[config.mk]
export PLATFORM = sky130hd
export DESIGN_NAME = vfd_top
export DESIGN_NICKNAME = d
export VERILOG_FILES = /design/src/inc/vfd_pkg.sv /design/src/design/vfd_top.sv
export SDC_FILE = /design/constraint.sdc
export NUM_CORES = 1
export LEC_CHECK = 0
export ABC_AREA = 1
export BUFFER_PORTS_ARGS = -buffer_cell sky130_fd_sc_hd__buf_2
export CAP_MARGIN = 25
export CORE_MARGIN = 2
export CORE_UTILIZATION = 53
export CTS_CLUSTER_DIAMETER = 50
export DETAILED_ROUTE_END_ITERATION = 12
export GPL_TIMING_DRIVEN = 0
export HOLD_SLACK_MARGIN = 0.06
export PLACE_DENSITY = 0.79
export SETUP_SLACK_MARGIN = 0.05
export SYNTH_ARGS = -nofsm -noshare
export SYNTH_HDL_FRONTEND = slang
export SYNTH_SLANG_ARGS = --single-unit
[constraint.sdc]
create_clock -name mclk -period 1.5 [get_ports mclk]
set_input_delay 0.075 -clock mclk [delete_from_list [all_inputs] [get_ports mclk]]
set_output_delay 0.075 -clock mclk [all_outputs]
set_load 0.02 [all_outputs]
[src/inc/vfd_pkg.sv]
// Constants shared by the video frame DMA, status and border block
package vfd_pkg;
    // ==========================================================
    // Register byte offsets
    localparam logic [7:0] VFD_OFF_CONTROL = 8'h00;
    localparam logic [7:0] VFD_OFF_PSTATUS = 8'h04;
    localparam logic [7:0] VFD_OFF_PMASK = 8'h08;
    localparam logic [7:0] VFD_OFF_PINT = 8'h0c;
    localparam logic [7:0] VFD_OFF_PBASE = 8'h10;
    localparam logic [7:0] VFD_OFF_PCUR = 8'h14;
    localparam logic [7:0] VFD_OFF_MSTATUS = 8'h44;
    localparam logic [7:0] VFD_OFF_MMASK = 8'h48;
    localparam logic [7:0] VFD_OFF_MINT = 8'h4c;
    localparam logic [7:0] VFD_OFF_MBASE = 8'h50;
    localparam logic [7:0] VFD_OFF_MCUR = 8'h54;
    localparam logic [7:0] VFD_OFF_BTIMING = 8'h6c;
    localparam logic [7:0] VFD_OFF_BCOLOUR = 8'h70;
    // ==========================================================
    // Field positions
    localparam int VFD_CTL_PANEL_EN = 0;
    localparam int VFD_CTL_MON_EN = 1;
    localparam int VFD_ST_UNDERFLOW = 0;
    localparam int VFD_ST_NEXT = 1;
    localparam int VFD_ST_VERTICAL_COMPARE_FLAG = 2;
    localparam int VFD_ST_DONE = 3;
    localparam int VFD_PTR_LSB = 6;
    localparam int VFD_PTR_MSB = 25;
    localparam int VFD_HB_BEGIN_LSB = 0;
    localparam int VFD_HB_LEN_LSB = 8;
    localparam int VFD_VB_BEGIN_LSB = 16;
    localparam int VFD_VB_LEN_LSB = 24;
    // ==========================================================
    // Reset values
    localparam logic [1:0] VFD_CTL_RESET = 2'h0;
    localparam logic [3:0] VFD_STATUS_RESET = 4'h0;
    localparam logic [3:0] VFD_MASK_RESET = 4'h0;
    localparam logic [19:0] VFD_PTR_RESET = 20'h00000;
    localparam logic [31:0] VFD_BTIMING_RESET = 32'h00000000;
    localparam logic [23:0] VFD_BCOLOUR_RESET = 24'h000000;
    localparam logic [8:0] VFD_CNT_RESET = 9'h000;
    // ==========================================================
    // Bus answers
    localparam logic [1:0] VFD_RESP_OKAY = 2'h0;
    localparam logic [1:0] VFD_RESP_SLVERR = 2'h2;
endpackage

[src/design/vfd_top.sv]
// Frame DMA pointers, event status with masks, and monitor border timing
`timescale 1ns/1ps
// Function
// Four 8-bit border count fields
// Horizontal border begins field+1 pixels after back porch
// Trailing horizontal border lasts field+1 pixels
// Vertical border begins field+1 lines after back porch
// Trailing vertical border lasts field lines exactly
// Border shows 24-bit RGB colour
// Software writes base aligned, low six zero
// Base pointer keeps only bits 25-6
// Frame start copies base, sets next flag
// Base write clears next flag
// Software sets base before enable, after next
// Current pointer read-only, tracks fetch
// Interrupt is OR of status AND mask
// Disable finishes frame, then sets done
// Done cleared by base, enable, or W1C
// Underflow sticky until written one
// Vertical compare sticky until written one
// Monitor status same, no done bit
// Monitor has own base and current pointers
// Status zero and interrupt low after reset
module vfd_top
    import vfd_pkg::*;
(
    input wire logic mclk,
    input wire logic rst_n,
    // AXI4-Lite slave
    input wire logic [7:0] s_axi_awaddr,
    input wire logic s_axi_awvalid,
    output logic s_axi_awready,
    input wire logic [31:0] s_axi_wdata,
    input wire logic [3:0] s_axi_wstrb,
    input wire logic s_axi_wvalid,
    output logic s_axi_wready,
    output logic [1:0] s_axi_bresp,
    output logic s_axi_bvalid,
    input wire logic s_axi_bready,
    input wire logic [7:0] s_axi_araddr,
    input wire logic s_axi_arvalid,
    output logic s_axi_arready,
    output logic [31:0] s_axi_rdata,
    output logic [1:0] s_axi_rresp,
    output logic s_axi_rvalid,
    input wire logic s_axi_rready,
    // Panel timing and fetch events, one-cycle pulses
    input wire logic panel_frame_start,
    input wire logic panel_frame_end,
    input wire logic panel_fetch_step,
    input wire logic panel_fifo_underrun,
    input wire logic panel_vert_region,
    // Monitor timing and fetch events, one-cycle pulses
    input wire logic mon_frame_start,
    input wire logic mon_fetch_step,
    input wire logic mon_fifo_underrun,
    input wire logic mon_vert_region,
    input wire logic mon_pixel_tick,
    input wire logic mon_line_tick,
    input wire logic mon_hbp_start,
    input wire logic mon_hactive_start,
    input wire logic mon_hactive_end,
    input wire logic mon_vbp_start,
    input wire logic mon_vactive_start,
    input wire logic mon_vfp_start,
    // Block outputs
    output logic panel_active,
    output logic mon_active,
    output logic [25:0] panel_fetch_addr,
    output logic [25:0] mon_fetch_addr,
    output logic mon_border_on,
    output logic [23:0] border_rgb,
    output logic panel_irq,
    output logic mon_irq
);
    // ==========================================================
    // Register state
    logic [1:0] ctl_q; // Enable bits as written
    logic panel_active_q; // Panel runs until its frame ends
    logic [3:0] pstat_q; // Panel sticky events
    logic [3:0] pmask_q; // Panel mask
    logic [2:0] mstat_q; // Monitor sticky events, no done
    logic [2:0] mmask_q; // Monitor mask
    logic [19:0] pbase_q; // Panel base pointer
    logic [19:0] pcur_q; // Panel current pointer
    logic [19:0] mbase_q; // Monitor base pointer
    logic [19:0] mcur_q; // Monitor current pointer
    logic [31:0] btim_q; // Border count fields
    logic [23:0] border_rgb_q; // Border colour
    logic panel_irq_q;
    logic mon_irq_q;

    // ==========================================================
    // AXI4-Lite handshake
    logic awready_q;
    logic wready_q;
    logic bvalid_q;
    logic [1:0] bresp_q;
    logic [7:0] awaddr_q;
    logic [31:0] wdata_q;
    logic [3:0] wstrb_q;
    logic arready_q;
    logic rvalid_q;
    logic [31:0] rdata_q;
    logic [1:0] rresp_q;
    logic wr_en; // Both halves of a write are in hand
    logic [31:0] wmask; // Byte lanes widened to bits
    logic [31:0] wset; // Written ones within enabled lanes
    logic [5:0] widx;
    logic wr_ctrl, wr_pstat, wr_pmask, wr_pbase;
    logic wr_mstat, wr_mmask, wr_mbase, wr_btim, wr_border_rgb;
    logic wr_known;

    assign wr_en = !awready_q && !wready_q && !bvalid_q;
    assign widx = awaddr_q[7:2];

    // Byte enables to a bit mask, one lane per pass
    genvar gi;
    generate
        for (gi = 0; gi < 4; gi++)
        begin : g_lane
            assign wmask[gi*8 +: 8] = {8{wstrb_q[gi]}};
        end
    endgenerate
    assign wset = wdata_q & wmask;

    // Write decode on the word index
    assign wr_ctrl = wr_en && (widx == VFD_OFF_CONTROL[7:2]);
    assign wr_pstat = wr_en && (widx == VFD_OFF_PSTATUS[7:2]);
    assign wr_pmask = wr_en && (widx == VFD_OFF_PMASK[7:2]);
    assign wr_pbase = wr_en && (widx == VFD_OFF_PBASE[7:2]);
    assign wr_mstat = wr_en && (widx == VFD_OFF_MSTATUS[7:2]);
    assign wr_mmask = wr_en && (widx == VFD_OFF_MMASK[7:2]);
    assign wr_mbase = wr_en && (widx == VFD_OFF_MBASE[7:2]);
    assign wr_btim = wr_en && (widx == VFD_OFF_BTIMING[7:2]);
    assign wr_border_rgb = wr_en && (widx == VFD_OFF_BCOLOUR[7:2]);
    // Read-only words accept a write silently
    assign wr_known = wr_ctrl || wr_pstat || wr_pmask || wr_pbase || wr_mstat
        || wr_mmask || wr_mbase || wr_btim || wr_border_rgb
        || (widx == VFD_OFF_PINT[7:2]) || (widx == VFD_OFF_PCUR[7:2])
        || (widx == VFD_OFF_MINT[7:2]) || (widx == VFD_OFF_MCUR[7:2]);

    // Address and data in either order, then answer
    always_ff @(posedge mclk or negedge rst_n)
    begin
        if (!rst_n)
        begin
            awready_q <= 1'b1;
            wready_q <= 1'b1;
            bvalid_q <= 1'b0;
            bresp_q <= VFD_RESP_OKAY;
            awaddr_q <= 8'h00;
            wdata_q <= 32'h00000000;
            wstrb_q <= 4'h0;
        end
        else
        begin
            if (s_axi_awvalid && awready_q)
            begin
                awaddr_q <= s_axi_awaddr;
                awready_q <= 1'b0;
            end
            if (s_axi_wvalid && wready_q)
            begin
                wdata_q <= s_axi_wdata;
                wstrb_q <= s_axi_wstrb;
                wready_q <= 1'b0;
            end
            if (wr_en)
            begin
                bvalid_q <= 1'b1;
                bresp_q <= wr_known ? VFD_RESP_OKAY : VFD_RESP_SLVERR;
            end
            else if (bvalid_q && s_axi_bready)
            begin
                // Reopen channels once the answer is taken
                bvalid_q <= 1'b0;
                awready_q <= 1'b1;
                wready_q <= 1'b1;
            end
        end
    end

    // Read mux; undefined pointer bits read as zero
    function automatic logic [32:0] read_word(input logic [5:0] idx);
        logic [32:0] r;
        r = {1'b1, 32'h00000000};
        unique case (idx)
            VFD_OFF_CONTROL[7:2]: r[31:0] = {30'h0, ctl_q};
            VFD_OFF_PSTATUS[7:2]: r[31:0] = {28'h0, pstat_q};
            VFD_OFF_PMASK[7:2]: r[31:0] = {28'h0, pmask_q};
            VFD_OFF_PINT[7:2]: r[31:0] = {28'h0, pstat_q & pmask_q};
            VFD_OFF_PBASE[7:2]: r[31:0] = {6'h0, pbase_q, 6'h0};
            VFD_OFF_PCUR[7:2]: r[31:0] = {6'h0, pcur_q, 6'h0};
            VFD_OFF_MSTATUS[7:2]: r[31:0] = {29'h0, mstat_q};
            VFD_OFF_MMASK[7:2]: r[31:0] = {29'h0, mmask_q};
            VFD_OFF_MINT[7:2]: r[31:0] = {29'h0, mstat_q & mmask_q};
            VFD_OFF_MBASE[7:2]: r[31:0] = {6'h0, mbase_q, 6'h0};
            VFD_OFF_MCUR[7:2]: r[31:0] = {6'h0, mcur_q, 6'h0};
            VFD_OFF_BTIMING[7:2]: r[31:0] = btim_q;
            VFD_OFF_BCOLOUR[7:2]: r[31:0] = {8'h0, border_rgb_q};
            default: r[32] = 1'b0; // Unmapped word
        endcase
        return r;
    endfunction

    // One read at a time, answered next cycle
    always_ff @(posedge mclk or negedge rst_n)
    begin
        if (!rst_n)
        begin
            arready_q <= 1'b1;
            rvalid_q <= 1'b0;
            rdata_q <= 32'h00000000;
            rresp_q <= VFD_RESP_OKAY;
        end
        else if (s_axi_arvalid && arready_q)
        begin
            logic [32:0] rw;
            rw = read_word(s_axi_araddr[7:2]);
            arready_q <= 1'b0;
            rvalid_q <= 1'b1;
            rdata_q <= rw[31:0];
            rresp_q <= rw[32] ? VFD_RESP_OKAY : VFD_RESP_SLVERR;
        end
        else if (rvalid_q && s_axi_rready)
        begin
            rvalid_q <= 1'b0;
            arready_q <= 1'b1;
        end
    end

    // ==========================================================
    // Control, masks and border configuration
    always_ff @(posedge mclk or negedge rst_n)
    begin
        if (!rst_n)
        begin
            ctl_q <= VFD_CTL_RESET;
            pmask_q <= VFD_MASK_RESET;
            mmask_q <= VFD_MASK_RESET[2:0];
            btim_q <= VFD_BTIMING_RESET;
            border_rgb_q <= VFD_BCOLOUR_RESET;
        end
        else
        begin
            if (wr_ctrl && wstrb_q[0])
                ctl_q <= wdata_q[1:0];
            if (wr_pmask && wstrb_q[0])
                pmask_q <= wdata_q[3:0];
            if (wr_mmask && wstrb_q[0])
                mmask_q <= wdata_q[2:0];
            if (wr_btim)
                btim_q <= (btim_q & ~wmask) | wset;
            if (wr_border_rgb)
                border_rgb_q <= (border_rgb_q & ~wmask[23:0]) | wset[23:0];
        end
    end

    // ==========================================================
    // Enables: panel drains its frame, monitor stops at once
    logic panel_en_rise;
    assign panel_en_rise = wr_ctrl && wstrb_q[0] && wdata_q[VFD_CTL_PANEL_EN];
    always_ff @(posedge mclk or negedge rst_n)
    begin
        if (!rst_n)
            panel_active_q <= 1'b0;
        else if (panel_en_rise)
            panel_active_q <= 1'b1;
        else if (panel_frame_end && !ctl_q[VFD_CTL_PANEL_EN])
            panel_active_q <= 1'b0;
    end

    // ==========================================================
    // Pointers; base keeps only address bits 25-6
    always_ff @(posedge mclk or negedge rst_n)
    begin
        if (!rst_n)
        begin
            pbase_q <= VFD_PTR_RESET;
            mbase_q <= VFD_PTR_RESET;
            pcur_q <= VFD_PTR_RESET;
            mcur_q <= VFD_PTR_RESET;
        end
        else
        begin
            if (wr_pbase)
                pbase_q <= (pbase_q & ~wmask[VFD_PTR_MSB:VFD_PTR_LSB])
                    | wset[VFD_PTR_MSB:VFD_PTR_LSB];
            if (wr_mbase)
                mbase_q <= (mbase_q & ~wmask[VFD_PTR_MSB:VFD_PTR_LSB])
                    | wset[VFD_PTR_MSB:VFD_PTR_LSB];
            // Frame start reloads, fetch steps one 16-word burst
            if (panel_frame_start && panel_active_q)
                pcur_q <= pbase_q;
            else if (panel_fetch_step && panel_active_q)
                pcur_q <= pcur_q + 20'h00001;
            if (mon_frame_start && ctl_q[VFD_CTL_MON_EN])
                mcur_q <= mbase_q;
            else if (mon_fetch_step && ctl_q[VFD_CTL_MON_EN])
                mcur_q <= mcur_q + 20'h00001;
        end
    end

    // ==========================================================
    // Panel status: a set in the same cycle beats any clear
    logic [3:0] pset;
    logic [3:0] pclr;
    assign pset[VFD_ST_UNDERFLOW] = panel_fifo_underrun;
    assign pset[VFD_ST_NEXT] = panel_frame_start && panel_active_q;
    assign pset[VFD_ST_VERTICAL_COMPARE_FLAG] = panel_vert_region;
    assign pset[VFD_ST_DONE] = panel_frame_end && panel_active_q
        && !ctl_q[VFD_CTL_PANEL_EN];
    assign pclr[VFD_ST_UNDERFLOW] = wr_pstat && wset[VFD_ST_UNDERFLOW];
    assign pclr[VFD_ST_NEXT] = wr_pbase;
    assign pclr[VFD_ST_VERTICAL_COMPARE_FLAG] = wr_pstat && wset[VFD_ST_VERTICAL_COMPARE_FLAG];
    assign pclr[VFD_ST_DONE] = wr_pbase || panel_en_rise
        || (wr_pstat && wset[VFD_ST_DONE]);
    always_ff @(posedge mclk or negedge rst_n)
    begin
        if (!rst_n)
            pstat_q <= VFD_STATUS_RESET;
        else
            pstat_q <= pset | (pstat_q & ~pclr);
    end

    // Monitor status, no done bit
    logic [2:0] mset;
    logic [2:0] mclr;
    assign mset = {mon_vert_region, mon_frame_start && ctl_q[VFD_CTL_MON_EN],
        mon_fifo_underrun};
    assign mclr = {wr_mstat && wset[VFD_ST_VERTICAL_COMPARE_FLAG], wr_mbase,
        wr_mstat && wset[VFD_ST_UNDERFLOW]};
    always_ff @(posedge mclk or negedge rst_n)
    begin
        if (!rst_n)
            mstat_q <= VFD_STATUS_RESET[2:0];
        else
            mstat_q <= mset | (mstat_q & ~mclr);
    end

    // Registered interrupt outputs
    always_ff @(posedge mclk or negedge rst_n)
    begin
        if (!rst_n)
        begin
            panel_irq_q <= 1'b0;
            mon_irq_q <= 1'b0;
        end
        else
        begin
            panel_irq_q <= |(pstat_q & pmask_q);
            mon_irq_q <= |(mstat_q & mmask_q);
        end
    end

    // ==========================================================
    // Border counters; 9 bits so field+1 cannot wrap
    logic [8:0] hl_cnt_q, ht_cnt_q, vl_cnt_q, vt_cnt_q;
    logic hl_wait_q, hl_on_q, ht_on_q, vl_wait_q, vl_on_q, vt_on_q;
    logic border_q;
    logic [23:0] rgb_q;

    // Leading horizontal border
    always_ff @(posedge mclk or negedge rst_n)
    begin
        if (!rst_n)
        begin
            hl_cnt_q <= VFD_CNT_RESET;
            hl_wait_q <= 1'b0;
            hl_on_q <= 1'b0;
        end
        else if (mon_hbp_start)
        begin
            hl_cnt_q <= {1'b0, btim_q[VFD_HB_BEGIN_LSB +: 8]} + 9'h001;
            hl_wait_q <= 1'b1;
            hl_on_q <= 1'b0;
        end
        else if (mon_hactive_start)
        begin
            hl_wait_q <= 1'b0;
            hl_on_q <= 1'b0;
        end
        else if (hl_wait_q && mon_pixel_tick)
        begin
            if (hl_cnt_q == 9'h001)
            begin
                hl_wait_q <= 1'b0;
                hl_on_q <= 1'b1;
            end
            else
                hl_cnt_q <= hl_cnt_q - 9'h001;
        end
    end

    // Trailing horizontal border after active data
    always_ff @(posedge mclk or negedge rst_n)
    begin
        if (!rst_n)
        begin
            ht_cnt_q <= VFD_CNT_RESET;
            ht_on_q <= 1'b0;
        end
        else if (mon_hactive_end)
        begin
            ht_cnt_q <= {1'b0, btim_q[VFD_HB_LEN_LSB +: 8]} + 9'h001;
            ht_on_q <= 1'b1;
        end
        else if (ht_on_q && mon_pixel_tick)
        begin
            if (ht_cnt_q == 9'h001)
                ht_on_q <= 1'b0;
            else
                ht_cnt_q <= ht_cnt_q - 9'h001;
        end
    end

    // Leading vertical border
    always_ff @(posedge mclk or negedge rst_n)
    begin
        if (!rst_n)
        begin
            vl_cnt_q <= VFD_CNT_RESET;
            vl_wait_q <= 1'b0;
            vl_on_q <= 1'b0;
        end
        else if (mon_vbp_start)
        begin
            vl_cnt_q <= {1'b0, btim_q[VFD_VB_BEGIN_LSB +: 8]} + 9'h001;
            vl_wait_q <= 1'b1;
            vl_on_q <= 1'b0;
        end
        else if (mon_vactive_start)
        begin
            vl_wait_q <= 1'b0;
            vl_on_q <= 1'b0;
        end
        else if (vl_wait_q && mon_line_tick)
        begin
            if (vl_cnt_q == 9'h001)
            begin
                vl_wait_q <= 1'b0;
                vl_on_q <= 1'b1;
            end
            else
                vl_cnt_q <= vl_cnt_q - 9'h001;
        end
    end

    // Trailing vertical border; a zero field gives none
    always_ff @(posedge mclk or negedge rst_n)
    begin
        if (!rst_n)
        begin
            vt_cnt_q <= VFD_CNT_RESET;
            vt_on_q <= 1'b0;
        end
        else if (mon_vfp_start)
        begin
            vt_cnt_q <= {1'b0, btim_q[VFD_VB_LEN_LSB +: 8]};
            vt_on_q <= (btim_q[VFD_VB_LEN_LSB +: 8] != 8'h00);
        end
        else if (vt_on_q && mon_line_tick)
        begin
            if (vt_cnt_q == 9'h001)
                vt_on_q <= 1'b0;
            else
                vt_cnt_q <= vt_cnt_q - 9'h001;
        end
    end

    // Border output, gated by monitor enable
    always_ff @(posedge mclk or negedge rst_n)
    begin
        if (!rst_n)
        begin
            border_q <= 1'b0;
            rgb_q <= VFD_BCOLOUR_RESET;
        end
        else
        begin
            border_q <= ctl_q[VFD_CTL_MON_EN]
                && (hl_on_q || ht_on_q || vl_on_q || vt_on_q);
            rgb_q <= border_rgb_q;
        end
    end

    // ==========================================================
    // Output wiring, all from flip-flops
    assign s_axi_awready = awready_q;
    assign s_axi_wready = wready_q;
    assign s_axi_bvalid = bvalid_q;
    assign s_axi_bresp = bresp_q;
    assign s_axi_arready = arready_q;
    assign s_axi_rvalid = rvalid_q;
    assign s_axi_rdata = rdata_q;
    assign s_axi_rresp = rresp_q;
    assign panel_active = panel_active_q;
    assign mon_active = ctl_q[VFD_CTL_MON_EN];
    assign panel_fetch_addr = {pcur_q, 6'h00};
    assign mon_fetch_addr = {mcur_q, 6'h00};
    assign mon_border_on = border_q;
    assign border_rgb = rgb_q;
    assign panel_irq = panel_irq_q;
    assign mon_irq = mon_irq_q;
endmodule

# Word level (Yosys, flattened, before mapping)

Index checks and enable logic that the tools add are counted.

Register bits after elaboration: 307
Bits of input ports: 76

$add $sub $neg: 9
Equal/unequal tests: 34
Muxes and demuxes: 59
Bitwise gates (word level): 20
Reduce and logical (&&, ||, !) cells: 87

Operator list:

| operator                | number |
|---|---|
| $pmux W32 S13           | 1 |
| $mux W9                 | 14 |
| $eq A6 B5 Y1 const B    | 14 |
| $mux W20                | 4 |
| $and A32 B32 Y32        | 2 |
| $add A20 B1 Y20 const B | 2 |
| $and A20 B20 Y20        | 2 |
| $or A20 B20 Y20         | 2 |
| $mux W1                 | 38 |
| $logic_and A1 B1 Y1     | 37 |
| $eq A9 B1 Y1 const B    | 4 |
| $sub A9 B1 Y9 const B   | 4 |
| $not A32 Y32            | 1 |
| $or A32 B32 Y32         | 1 |
| $add A8 B1 Y9 const B   | 3 |
| $and A24 B24 Y24        | 1 |
| $eq A6 B2 Y1 const B    | 4 |
| $eq A6 B3 Y1 const B    | 4 |
| $not A24 Y24            | 1 |
| $or A24 B24 Y24         | 1 |
| $reduce_bool A2 Y1      | 11 |
| $not A20 Y20            | 1 |
| $logic_or A1 B1 Y1      | 17 |
| $reduce_or A13 Y1       | 1 |
| other kinds (17)        | 39 |

# Depth between registers and ports, before layout

Word-level depth: 17
Mapped depth: 12
Depth with buffers taken out: 11

# Least setup slack after synthesis

OpenSTA, ideal clock, no wires.

Kind: flip-flop to flip-flop
Start point: reg mcur_q[0]
End point: reg mcur_q[14]
Library setup time: 121 ps
Data arrival time: 1446 ps
Slack: -67 ps
Cell stages (with the launch flop): 9
Buffers on the path: 0
Cell sequence: dfrtp_1 > ha_1 > nand2_1 > inv_1 > nand3_1 > nor2_1 > nand3_1 > o21ai_0 > nor2_1

Longest elaborated chain between the ends: 3

RTL lines:

| what                   | RTL line       | text |
|---|---|---|
| from (decl)            | vfd_top.sv:87  | `logic [19:0] mcur_q;` |
| from (signal assigned) | vfd_top.sv:299 | `mcur_q <= mbase_q;` |
| from (signal assigned) | vfd_top.sv:301 | `mcur_q <= mcur_q + 20'h00001;` |
| $add A20 B1 Y20        | vfd_top.sv:301 |  |
| $mux W20               | vfd_top.sv:300 | `else if (mon_fetch_step && ctl_q[VFD_CTL_MON_EN])` |
| $mux W20               | vfd_top.sv:298 | `if (mon_frame_start && ctl_q[VFD_CTL_MON_EN])` |

Every way passes these cells. The select of a mux whose other input is x is not followed.
A chain may end at the register's enable or synchronous reset.

==> flow_results.xml <==
<?xml version="1.0" encoding="UTF-8"?>
<metrics>
  <group name="run_status">
    <metric name="run_status" unit="">complete, but fails checks</metric>
    <metric name="violated_checks" unit="">hold timing, setup timing</metric>
  </group>
  <group name="timing">
    <metric name="slew_headroom" unit="%">58.0</metric>
    <metric name="tightest_slew" unit="ns">0.629</metric>
    <metric name="fin_ws" unit="ns">-0.219</metric>
    <metric name="max_freq" unit="MHz">582</metric>
    <metric name="timing.final.crit_share" unit="%">115</metric>
    <metric name="rsz0062_at_grt" unit="">yes</metric>
    <metric name="number_of_setup_violations_in_the_final_report" unit="">108</metric>
    <metric name="final.setup_skew" unit="ns">0.0161</metric>
    <metric name="setup_total_negative_slack" unit="ns">-13.75</metric>
    <metric name="final-hold-violation-count" unit="">91</metric>
    <metric name="fin_hold_ws" unit="ns">-0.507</metric>
    <metric name="finalMaxSlewViolations" unit="">0</metric>
    <metric name="post-route-min-period" unit="ns">1.72</metric>
  </group>
  <group name="hold_path">
    <metric name="class_of_the_tightest_hold_or_removal_check" unit="">primary input to async pin</metric>
  </group>
  <group name="power">
    <metric name="p_leak" unit="uW">0.0107</metric>
    <metric name="power.density_cell_area" unit="mW/mm^2">1580</metric>
    <metric name="ir_drop" unit="V">0.00101</metric>
  </group>
  <group name="synthesis">
    <metric name="synth_ff_type" unit="">sky130_fd_sc_hd__dfrtp_1</metric>
    <metric name="post-synth-top-area-cell" unit="">sky130_fd_sc_hd__dfrtp_1</metric>
    <metric name="syn_inst" unit="">2037</metric>
    <metric name="yosys.area.top_type_share" unit="%">48.1</metric>
    <metric name="yosys-top-cells-area" unit="">sky130_fd_sc_hd__dfrtp_1 48%, sky130_fd_sc_hd__nand2_1 14%, sky130_fd_sc_hd__o21ai_0 6.4%</metric>
    <metric name="yosysSeqAreaShare" unit="%">48.6</metric>
    <metric name="syn-cell-area" unit="mm^2">0.0156</metric>
    <metric name="synthesis.yosys.warnings" unit="">0</metric>
    <metric name="async_reset_ff_share" unit="%">100</metric>
    <metric name="synth.cells.most_frequent" unit="">574 x sky130_fd_sc_hd__nand2_1, 300 x sky130_fd_sc_hd__dfrtp_1, 240 x sky130_fd_sc_hd__nor2_1</metric>
    <metric name="synth_area_per_cell" unit="um^2">7.66</metric>
    <metric name="ys_seq_elements" unit="">303</metric>
    <metric name="yosysUniqueCellTypes" unit="">46</metric>
    <metric name="synthMostInstantiatedCell" unit="">sky130_fd_sc_hd__nand2_1</metric>
    <metric name="post_synth_edffs" unit="">0</metric>
  </group>
  <group name="clocking">
    <metric name="tritoncts_buffers" unit="">37</metric>
    <metric name="clk_path_buf_depth" unit="">3</metric>
    <metric name="clk_latency" unit="ns">0.53</metric>
    <metric name="cts_htree_levels" unit="">2</metric>
    <metric name="clkSlewWorstSetupHoldPaths" unit="ns">0.06</metric>
    <metric name="clk_root_buffer_cell" unit="">sky130_fd_sc_hd__clkbuf_16</metric>
    <metric name="clock-sinks" unit="">303</metric>
    <metric name="cts_hold_repair.buffers" unit="">66</metric>
    <metric name="cts_tree" unit="">done</metric>
  </group>
  <group name="floorplanning">
    <metric name="die_h" unit="um">176</metric>
    <metric name="die_area" unit="mm^2">0.0308</metric>
    <metric name="initial_core_utilization" unit="%">54.1</metric>
    <metric name="std_cell_rows" unit="">62</metric>
    <metric name="die_width" unit="um">176</metric>
    <metric name="io_pins" unit="">198</metric>
    <metric name="fp.coreArea" unit="mm^2">0.0289</metric>
  </group>
  <group name="final_layout">
    <metric name="num-nets-final" unit="">2548</metric>
    <metric name="nFillCells" unit="">1971</metric>
    <metric name="drive_above_1_share" unit="%">32.6</metric>
    <metric name="areaGrowthSynthToFinish" unit="%">38.5</metric>
    <metric name="fin_util" unit="%">74.9</metric>
  </group>
  <group name="place">
    <metric name="place.detailed.hpwl" unit="mm">35.4</metric>
    <metric name="gp_routability_congestion" unit="">0.976</metric>
    <metric name="place.port_buffers" unit="">178</metric>
    <metric name="dp_worst_setup_slack" unit="ns">-0.681</metric>
  </group>
  <group name="drt">
    <metric name="drt_first_iter_violations" unit="">1817</metric>
    <metric name="finalWirelength" unit="mm">55.9</metric>
    <metric name="postRouteAntennaNets" unit="">0</metric>
    <metric name="routed_via_density" unit="">5.79</metric>
    <metric name="route.vias.total" unit="">16600</metric>
    <metric name="residual_drc_count" unit="">0</metric>
    <metric name="avgRoutedWirePerCell" unit="um">19.5</metric>
    <metric name="first_pass_iters" unit="">6</metric>
  </group>
  <group name="critical_path">
    <metric name="timing_worst_setup_path_type" unit="">flip-flop to flip-flop</metric>
    <metric name="regToRegSetupSlack" unit="ns">-0.22</metric>
    <metric name="critPathRequiredTime" unit="ns">1.94</metric>
    <metric name="worstRegToRegCells" unit="">8</metric>
    <metric name="worst-path-max-fanout" unit="">7</metric>
    <metric name="worstPathArrival" unit="ns">2.16</metric>
    <metric name="critical_path.startpoint_type" unit="">flip-flop</metric>
    <metric name="r2r-start" unit="">s_axi_bvalid</metric>
    <metric name="worstSetupEndpointType" unit="">flip-flop</metric>
    <metric name="worstSetupStartpoint" unit="">s_axi_bvalid</metric>
  </group>
  <group name="global_route">
    <metric name="vias_in_the_first_global_route" unit="">15400</metric>
    <metric name="global_route.usage.total" unit="%">33.8</metric>
    <metric name="maximum_number_of_pins_on_one_net_before_global_route_repair" unit="">126</metric>
    <metric name="grt_overflow" unit="">0</metric>
    <metric name="antenna_found_initial" unit="">1</metric>
    <metric name="grt_pass1_wl" unit="mm">82.3</metric>
  </group>
  <group name="run">
    <metric name="drv.max_cap_violation_count" unit="">0</metric>
  </group>
</metrics>
[layer usage]
layer | wire, um | global-route usage [%] | share of wire [%] | vias up
li1 | - | - | - | 7415
met1 | 21200 | 45.4 | 38 | 7862
met2 | 25800 | 54.7 | 46 | 1072
met3 | 5620 | 6.56 | 10 | 256
met4 | 3210 | 12.8 | 5.7 | 0
met5 | 0 | 0 | 0 | -
[what timing repair did]
action | 4_1_cts | 5_1_grt
endpoints found under the hold margin | 150 | 67
pin swaps | 36 | 87
setup endpoints to repair | 244 | 214
resized for setup | 218 | 346
setup buffers | 58 | 53
cloned | 13 | 2
[kinds of logic after synthesis]
logic type      Yosys count  synth area share (%)
compound gates          326                  11.6
xor+xnor                 12                 0.674
fa+ha+maj                13                  1.04
buf+inv                 308                  8.30
flops                   303                  48.6
mux                       9                 0.650
other cells               1                0.0240
simple gates           1065                  29.1
[report_power, final]
group          switching [uW]  leakage, uW  total (uW)  internal [uW]
sequential               2660      0.00389       13200          10600
clock                    3620     0.000567        8610           4990
combinational            7630      0.00626       12300           4700
total                   13900       0.0107       34200          20200
[placed cells by master, fill, tap and decap left out, drive strengths merged, types with 18 or more instances in the layout]
cell type    Yosys  final
a21oi           53     53
dlygate4sd3      0     66
nand3          155    155
dfrtp          300    300
o21ai          218    218
nor2           255    256
clkbuf          30     73
nand4           42     42
inv            227    231
buf             47    353
nand2          586    586
nor3            18     18
[stage by stage]
stage               cell area, um^2  cells  total power (uW)
finish                        21600   2868             34200
floorplan                     15700   2050             18000
global route                  21600   2868             35600
detailed placement            17100   2614             21100
CTS                           20100   2813             31200
global placement              17100   2612             20800
[how the worst max path moves through the flow]
stage | depth (start not counted) | slack [ns] | end
CTS | 10 | -0.13 | flip-flop
global placement | 1 | -5.83 | mcur_q[0]
global route | 10 | -0.29 | flip-flop
detailed placement | 4 | -0.68 | wdata_q[20]
finish | 8 | -0.22 | flip-flop
floorplan | 9 | -0.04 | flip-flop
[cell type report]
cell class | instances | area [um^2] | share of cell area (%)
diodes | 1 | 2.50 | 0.0116
plain buffers | 76 | 574 | 2.66
clock buffers | 46 | 970 | 4.49
clock inverters | 17 | 170 | 0.787
inverters | 231 | 902 | 4.17
multi-input cells | 1440 | 8120 | 37.6
flip-flops and latches | 303 | 7630 | 35.3
well taps | 384 | 480 | 2.22
repair buffers | 370 | 2770 | 12.8
[critical path: stages, from the launching register on]
cell                      delay [ns]
sky130_fd_sc_hd__dfrtp_2        0.41
sky130_fd_sc_hd__inv_2          0.08
sky130_fd_sc_hd__nand3_4        0.11
sky130_fd_sc_hd__nor2_4         0.19
sky130_fd_sc_hd__nand3_4        0.21
sky130_fd_sc_hd__nor2_4         0.32
sky130_fd_sc_hd__buf_6          0.17
sky130_fd_sc_hd__nand2_1        0.05
sky130_fd_sc_hd__o21ai_1        0.07
Power figures use the tool's default switching activity.
